<file path="config.mk">
export PLATFORM = sky130hd
export DESIGN_NAME = adc_early_interrupt_timing
export DESIGN_NICKNAME = d
export VERILOG_FILES = /design/src/rtl/early_irq_pkg.sv /design/src/rtl/core_clock_divider.sv /design/src/rtl/adc_early_interrupt_timing.sv
export SDC_FILE = /design/constraint.sdc
export NUM_CORES = 1
export LEC_CHECK = 0
export BUFFER_PORTS_ARGS = -buffer_cell sky130_fd_sc_hd__buf_4
export CORE_ASPECT_RATIO = 1.25
export CORE_UTILIZATION = 50
export DETAILED_ROUTE_END_ITERATION = 8
export PLACE_DENSITY = 0.84
export SETUP_SLACK_MARGIN = 0.4
export SYNTH_ARGS = -nofsm -noshare
export SYNTH_HDL_FRONTEND = slang
export SYNTH_HIERARCHICAL = 1
export SYNTH_SLANG_ARGS = --single-unit
</file>
<file path="constraint.sdc">
create_clock -name mclk -period 2 [get_ports mclk]
set_clock_uncertainty 0.05 [all_clocks]
set_input_delay 0 -clock mclk [delete_from_list [all_inputs] [get_ports mclk]]
set_output_delay 0 -clock mclk [all_outputs]
set_load 0.02 [all_outputs]
</file>
<file path="src/rtl/early_irq_pkg.sv">
// Constants shared by the early interrupt timing block.
package early_irq_pkg;
  localparam int DIV_W           = 7;
  localparam int LEAD_W          = 3;
  localparam int CONV_CYCLES     = 12;
  localparam int CNT_W           = 5;
  localparam int RESERVED_HI_BIT = 13;
  localparam int EARLY_EN_BIT    = 12;
  localparam int RESERVED_LO_BIT = 11;
  localparam int LEAD_LSB        = 8;
  localparam int LEAD_MSB        = 10;
  localparam logic [DIV_W-1:0] DIV_RESET  = 7'h00;
  localparam logic [LEAD_W-1:0] LEAD_RESET = 3'h0;
endpackage

</file>
<file path="src/rtl/core_clock_divider.sv">
// Divider that makes the conversion core clock enable from the source clock.
`timescale 1ns/1ps
`default_nettype none
module core_clock_divider #(
  parameter int DIV_W = early_irq_pkg::DIV_W
) (
  input  wire logic             mclk,
  input  wire logic             sys_rst,
  input  wire logic [DIV_W-1:0] shared_core_clock_divider,
  output logic                  core_tick
);
  logic [DIV_W:0] count;
  wire  [DIV_W:0] period_m1;
  wire            wrap;

  // Code n gives 2n source periods, code 0 is taken as one period.
  assign period_m1 = (shared_core_clock_divider == '0) ? '0
                   : {shared_core_clock_divider, 1'b0} - {{DIV_W{1'b0}}, 1'b1};
  assign wrap = (count >= period_m1);

  always_ff @(posedge mclk)
  begin
    if (sys_rst)
    begin
      count     <= '0;
      core_tick <= 1'b0;
    end
    else
    begin
      count     <= wrap ? '0 : count + 1'b1;
      core_tick <= wrap;
    end
  end
endmodule
`default_nettype wire

</file>
<file path="src/rtl/adc_early_interrupt_timing.sv">
// Early and normal conversion interrupt timing for the shared converter core.
`timescale 1ns/1ps
`default_nettype none
module adc_early_interrupt_timing #(
  parameter int DIV_W       = early_irq_pkg::DIV_W,
  parameter int LEAD_W      = early_irq_pkg::LEAD_W,
  parameter int CONV_CYCLES = early_irq_pkg::CONV_CYCLES
) (
  input  wire logic              mclk,
  input  wire logic              sys_rst,
  input  wire logic              early_irq_enable,
  input  wire logic [LEAD_W-1:0] shared_early_lead_select,
  input  wire logic [DIV_W-1:0]  shared_core_clock_divider,
  input  wire logic              conversion_start,
  input  wire logic              flag_clear,
  output logic                   busy,
  output logic                   channel_early_status_flag,
  output logic                   channel_data_ready_flag,
  output logic                   conversion_irq
);
  typedef enum logic [0:0] {IDLE, CONVERT} conv_state_t;

  conv_state_t                      state;
  conv_state_t                      next_state;
  logic [early_irq_pkg::CNT_W-1:0]  remaining;
  logic [LEAD_W-1:0]                lead_hold;
  logic                             core_tick;
  logic                             early_hold;
  wire  [early_irq_pkg::CNT_W-1:0]  lead_periods;
  wire                              early_hit;
  wire                              ready_hit;
  wire                              irq_event;

  core_clock_divider #(
    .DIV_W (DIV_W)
  ) u_div (
    .mclk                      (mclk),
    .sys_rst                   (sys_rst),
    .shared_core_clock_divider (shared_core_clock_divider),
    .core_tick                 (core_tick)
  );

  // Lead is latched at start so a mid-conversion change cannot skip the early point.
  // Ready is taken on the tick where one period remains, so the early point sits
  // lead plus one ticks above that, which keeps code 000 one whole period ahead.
  assign lead_periods = {{(early_irq_pkg::CNT_W-LEAD_W){1'b0}}, lead_hold}
                      + {{(early_irq_pkg::CNT_W-2){1'b0}}, 2'b10};
  // Counting only on core ticks keeps the lead in whole core periods.
  assign early_hit = (state == CONVERT) && core_tick && (remaining == lead_periods);
  assign ready_hit = (state == CONVERT) && core_tick
                   && (remaining == {{(early_irq_pkg::CNT_W-1){1'b0}}, 1'b1});
  // Interrupt source follows the enable.
  assign irq_event = early_hold ? early_hit : ready_hit;

  always_comb
  begin
    next_state = state;
    unique case (state)
      IDLE:    if (conversion_start) next_state = CONVERT;
      CONVERT: if (ready_hit) next_state = IDLE;
    endcase
  end

  always_ff @(posedge mclk)
  begin
    if (sys_rst)
    begin
      state      <= IDLE;
      remaining  <= '0;
      lead_hold  <= early_irq_pkg::LEAD_RESET;
      early_hold <= 1'b0;
    end
    else
    begin
      state <= next_state;
      if (state == IDLE && conversion_start)
      begin
        remaining  <= early_irq_pkg::CNT_W'(CONV_CYCLES);
        lead_hold  <= shared_early_lead_select;
        early_hold <= early_irq_enable;
      end
      else if (state == CONVERT && core_tick)
        remaining <= remaining - 1'b1;
    end
  end

  // Flags are sticky; a set in the clearing cycle wins.
  always_ff @(posedge mclk)
  begin
    if (sys_rst)
    begin
      channel_early_status_flag <= 1'b0;
      channel_data_ready_flag   <= 1'b0;
      conversion_irq            <= 1'b0;
    end
    else
    begin
      channel_early_status_flag <= early_hit | (channel_early_status_flag & ~flag_clear);
      channel_data_ready_flag   <= ready_hit | (channel_data_ready_flag & ~flag_clear);
      conversion_irq            <= irq_event;
    end
  end

  assign busy = (state == CONVERT);
endmodule
`default_nettype wire

</file>
# After elaboration in Yosys (flattened, before gate mapping)

Index checks and enable logic that the tools add are counted.

Eq/ne operators: 2
Multiply operators: 0
Muxes and demuxes: 7
Divide/modulo/power cells: 0
Shifts and indexed selects: 0
Add/sub/neg operators: 4
Reductions and logical operators: 8
Bitwise operators: 6
Magnitude comparators: 1

Operator list:

| cell                  | count |
|---|---|
| $add A8 B1 Y8 const B | 1 |
| $ge A8 B8 Y1          | 1 |
| $mux W4               | 2 |
| $mux W8               | 1 |
| $sub A8 B1 Y8 const B | 1 |
| $logic_not A7 Y1      | 1 |
| $eq A5 B1 Y1 const B  | 1 |
| $eq A5 B4 Y1          | 1 |
| $sub A5 B1 Y5 const B | 1 |
| $add A3 B2 Y4 const B | 1 |
| $logic_and A1 B1 Y1   | 4 |
| $reduce_or A2 Y1      | 2 |
| $mux W1               | 3 |
| $and A1 B1 Y1         | 2 |
| $not A1 Y1            | 2 |
| $or A1 B1 Y1          | 2 |
| $pmux W1 S2           | 1 |
| $reduce_bool A2 Y1    | 1 |

Word-level logic and storage cells: 38
Bits in read-only memories: 0
Bits in latches: 0
Input bits: 15
Register bits: 22
Bits in writable memories: 0
Memories: 0
Output and inout bits: 4

# Longest topological paths before layout

Depth after elaboration: 4
Mapped depth: 11
Mapped depth without buffers: 10

# By module

Netlist, hierarchy kept.

By module, submodules not included:

| module                     | times used | seq. area each (um^2) | area each (um^2) | cells an instance |
|---|---|---|---|---|
| core_clock_divider         | 1          | 180.2                 | 725.7            | 77 |
| adc_early_interrupt_timing | 1          | 260.2                 | 615.6            | 69 |

# Least setup slack after synthesis

No wires, ideal clock.

Path type: in2reg
Start: in shared_core_clock_divider[4]
End: reg u_div.core_tick
Stages on the path: 8
Library setup time: 0.125 ns
Buffers on the path: 0
Data required time: 1.825 ns
Arrival time: 1.862 ns
Path slack: -0.037 ns
Cells stage by stage: nor4_1 nand3b_1 nand2b_1 ha_1 and3_1 o21ai_1 a31oi_4 o41a_1

Cells in the longest elaborated chain, start to end: 3
Elaborated cells on any way between the ends: 4
Those cells by class: add/sub (1); order compare (1); mux (1); reduce/logical (1)

Ends and longest elaborated chain:

| element                                                  | RTL line                                           | text |
|---|---|---|
| start: declaration                                       | adc_early_interrupt_timing.sv:13                   | `input wire logic [DIV_W-1:0] shared_core_clock_divider,` |
| $sub A8 B1 Y8 / $logic_not A7 Y1 (equally long branches) | core_clock_divider.sv:18, core_clock_divider.sv:17 |  |
| $mux W8 *                                                | core_clock_divider.sv:17                           | `assign period_m1 = (shared_core_clock_divider == '0) ? '0` |
| $ge A8 B8 Y1 *                                           | core_clock_divider.sv:19                           | `assign wrap = (count >= period_m1);` |
| end signal: assignment                                   | core_clock_divider.sv:31                           | `core_tick <= wrap;` |
| end: declaration                                         | core_clock_divider.sv:10                           | `output logic core_tick` |

Every way passes the cells marked *; elsewhere a longest branch is shown, timed or not.
A chain may end at the register's enable or synchronous reset.

# Final worst setup path

Start: in shared_core_clock_divider[3]
End: reg u_div.count[6]

Cells in the longest elaborated chain, start to end: 4
Elaborated cells on any way between the ends: 5
Those cells by class: add/sub (1); order compare (1); mux (1); reduce/logical (2)

Ends and longest elaborated chain:

| element                                                  | RTL line                                           | text |
|---|---|---|
| $sub A8 B1 Y8 / $logic_not A7 Y1 (equally long branches) | core_clock_divider.sv:18, core_clock_divider.sv:17 |  |
| $mux W8 *                                                | core_clock_divider.sv:17                           |  |
| $ge A8 B8 Y1 *                                           | core_clock_divider.sv:19                           |  |
| $reduce_or A2 Y1 (no source line) *                      | n/a                                                |  |
| end signal: assignment                                   | core_clock_divider.sv:30                           | `count <= wrap ? '0 : count + 1'b1;` |
| end: declaration                                         | core_clock_divider.sv:12                           | `logic [DIV_W:0] count;` |

Marked as above.

==> results by group <==
STA
  • WHS: 0.314 ns
  • Sum Neg Setup Slack: 0 ns
  • Fmax: 0.533 GHz
  • Final setup violation count: 0
  • Final period util: 0.938
  • Hold Fails Final Rpt: 0
  • RSZ-0062 raised after global routing: yes
  • Tmin final: about 1.9 ns
  • Max-slew violations: 0
  • Slew margin rel.: 0.606
  • Worst slew pin tran: 0.590 ns

Detailed routing
  • Wire length on met2: 1640 microns
  • Initial DRC Count: 35
  • Detail Route Antenna Nets: 0
  • Total Wirelength: 3000 microns
  • Post-route DRC: 0
  • Routed vias/inst: roughly 5.6
  • Initial DRT Pass Iterations: 4
  • Routed length on met3: between 60 and 70 microns
  • Avg WL per Cell: 14.1 microns
  • Top Metal Used: met4
  • Vias: 1,178
  • Wl on met1: 1240 microns

Die
  • DIE AREA: between 2000 and 3000 sq um
  • Area of the core: 2480 sq um
  • Chip Height: 59.9 microns
  • Initial Util: 0.541
  • DIE WIDTH: between 40 and 50 microns
  • Boundary Pins: 19
  • Core Rows: 20

Layout
  • Layout cells sized above 1: 0.313
  • Nets: 209
  • Layout area overhead: 31.2%
  • Register Area: about 440 sq um
  • N_diodes: 0
  • Final non-filler cell area: 1760 sq um
  • Area of the multi-input gates: 930 sq um
  • Fill cells: 174

CTS
  • CTS H-tree lvls: 1
  • Clock tree root buffer cell: clkbuf_4
  • CTS Sinks: 22
  • Num CTS Buffers: 3
  • CTS tree: built
  • Worst-Skew Late Latency: 0.30 ns
  • Maximum root-to-sink buffer count: 2
  • Clock transition at path regs: about 0.12 ns

Placement
  • # port buffers: 18
  • Post-DP HPWL: 2150 microns
  • Area after DPL: 1580 sq um
  • Routability cong.: 0.808

Setup path
  • Worst path required time: 2.18 ns
  • R2R Path Start: u_div/count[6]
  • Reg2reg setup slack: between 0.2 and 0.25 ns
  • CP max FO: 8
  • Crit end category: flip-flop
  • Worst R2R End: u_div/count[6]
  • Critical path type: in -> reg
  • Critical path buffers and inverters: 1
  • Delay-heaviest family, CP: simple AND/OR/NAND/NOR gates
  • Critical-path top delay cell: or4_4
  • Max incr delay on CP: 0.57 ns
  • Setup crit start kind: input port
  • R2R depth: 4
  • WP data arrival: 2.05 ns
  • Crit-path cells: buf_8 > nor4_4 > nand3b_1 > nand2_2 > ha_4 > and4_4 > or4_4 > nor3_2

GRT
  • Largest net degree at the start of global routing: 16
  • First-pass GRT wire length: between 4000 and 5000 microns
  • Initial antenna violation count: 0
  • Vias in the first global route: 1,151
  • Gr usage total: 0.223
  • Grt ovf: 0

Pwr
  • Combinational share of power: 0.204
  • Power density cells: 510 nW/um^2
  • Sequential share of power: 0.531
  • Clk network pwr share: 0.265
  • Power Internal: roughly 660 uW
  • Worst vdd ir: 0.000313 V
  • Sw frac: 0.262
  • P_leak: ~0.74 nW
  • Psw: 235 uW

Yosys
  • Post-synthesis sequential area ratio: 0.328
  • Xor and xnor area share after synthesis: 0.0979
  • Mux cell area share after synthesis: 0.0373
  • Syn Inst Count: 146
  • Combinational family with the most area after synthesis: simple AND/OR/NAND/NOR gates
  • Post-Synth Adder-Cell Area: 0.131
  • Post-synth EDFFs: 0
  • Synth top area share: 0.328
  • Synth cell count leaders: 22 x dfxtp_1, 16 x nor2_1, 14 x ha_1
  • Commonest register cell after synthesis: dfxtp_1
  • Post-Syn Nets: 175
  • Async SR Flop Fraction: 0
  • Count leader, synth: dfxtp_1
  • Post-synthesis simple-gate area fraction: 0.277
  • Distinct cells, synth: 36
  • Synth warn: 6
  • Synth area leaders: dfxtp_1 33%, ha_1 13%, xor2_1 7.8%
  • Top cell type by total area after synthesis: dfxtp_1
  • Mapped Area: between 1000 and 1500 sq um
  • Synth Area in Compound Gates: 0.0886
  • Synthesis-stage register bit count: 22
  • Average size of a mapped cell: ~9.2 sq um

Min path
  • Hold depth: 4
  • Hold Path Class: in -> reg
  • Hold path endpoint: u_div/core_tick
  • Worst Hold Launch: shared_core_clock_divider[6]

Outcome
  • Status: complete, no violations

Run
  • Max Cap Violations: 0
## flip-flops by register name, indices dropped and copies added, names as in the netlist
name / count
conversion_irq: 1
channel_early_status_flag: 1
remaining: 5
u_div/count: 8
early_hold: 1
busy: 1
lead_hold: 3
u_div/core_tick: 1
channel_data_ready_flag: 1
## placed cells by master, fill, tap and decap left out, drive strengths merged, types with 2 or more instances in the layout
| cell type | n |
|---|---|
| ha | 14 |
| buf | 26 |
| dfxtp | 22 |
| xor2 | 12 |
| and3 | 4 |
| nand3 | 6 |
| clkbuf | 4 |
| xnor2 | 3 |
| inv | 8 |
| nor2 | 16 |
| dlygate4sd3 | 7 |
| nand2 | 11 |
| nor3 | 13 |
| a211oi | 2 |
| mux2i | 5 |
| nor2b | 3 |
| a21oi | 6 |
## layout make-up
| type | count | share of cell area |
|---|---|---|
| multi-input combinational | 112 | 0.528 |
| tap | 33 | 0.0235 |
| sequential | 22 | 0.251 |
| inverter | 8 | 0.0171 |
| clock buffer | 4 | 0.0206 |
| timing repair buffer | 33 | 0.159 |
## repair_timing
| action | in CTS | in global routing |
|---|---|---|
| pin swaps | 8 | 4 |
| resized for setup | 8 | 4 |
| endpoints found under the setup margin | 9 | 9 |
| hold buffers | 7 | 0 |
| hold endpoints to repair | 13 | 0 |
| cloned | 0 | 0 |
| setup buffers | 2 | 1 |
## tightest hold or removal path, stage by stage
cell and delay (ns):
buf_4 0.12, a21oi_1 0.16, ha_1 0.21, o41a_1 0.15
## metrics by stage
stage / power, mW / setup slack [ns] / util / instances
after CTS: 0.895 / 0.208 / 0.698 / 211
after global placement: 0.631 / -0.0250 / 0.636 / 198
final: 0.896 / 0.124 / 0.710 / 212
after global routing: 0.937 / 0.0814 / 0.710 / 212
after detailed placement: 0.642 / -0.132 / 0.636 / 198
after floorplan: 0.581 / 0.138 / - / 146
## worst max-delay path by stage
stage                                 startpoint        endpoint  slack [ns]  cells after the start
floorplan           shared_core_clock_divider[4]  u_div/count[1]        0.14                      9
global placement    shared_core_clock_divider[4]  u_div/count[1]       -0.03                      9
detailed placement  shared_core_clock_divider[4]  u_div/count[6]       -0.13                      9
CTS                 shared_core_clock_divider[3]  u_div/count[5]        0.21                      8
global route        shared_core_clock_divider[3]  u_div/count[6]        0.08                      8
finish              shared_core_clock_divider[3]  u_div/count[6]        0.12                      8
## power groups by stage
stage               Combinational, mW  Clock, mW  Sequential, mW
floorplan                       0.102          0           0.480
CTS                             0.174      0.245           0.475
finish                          0.183      0.238           0.476
detailed placement              0.157          0           0.485
global placement                0.148          0           0.484
global route                    0.200      0.258           0.479
## cell families after synthesis
logic type	count (synthesis)
AND/OR/NAND/NOR	63
XOR/XNOR	15
AO/OA/AOI/OAI	15
multiplexers	5
adder cells (fa/ha/maj)	14
flip-flops	22
buffers and inverters	12
## routing by layer
| metal | vias up | global-route usage |
|---|---|---|
| met5 | - | 0 |
| met4 | 0 | 0.0840 |
| met3 | 4 | 0.0254 |
| met2 | 25 | 0.437 |
| met1 | 569 | 0.248 |
| li1 | 580 | - |
Note: power is estimated with default switching activity, not from simulation.
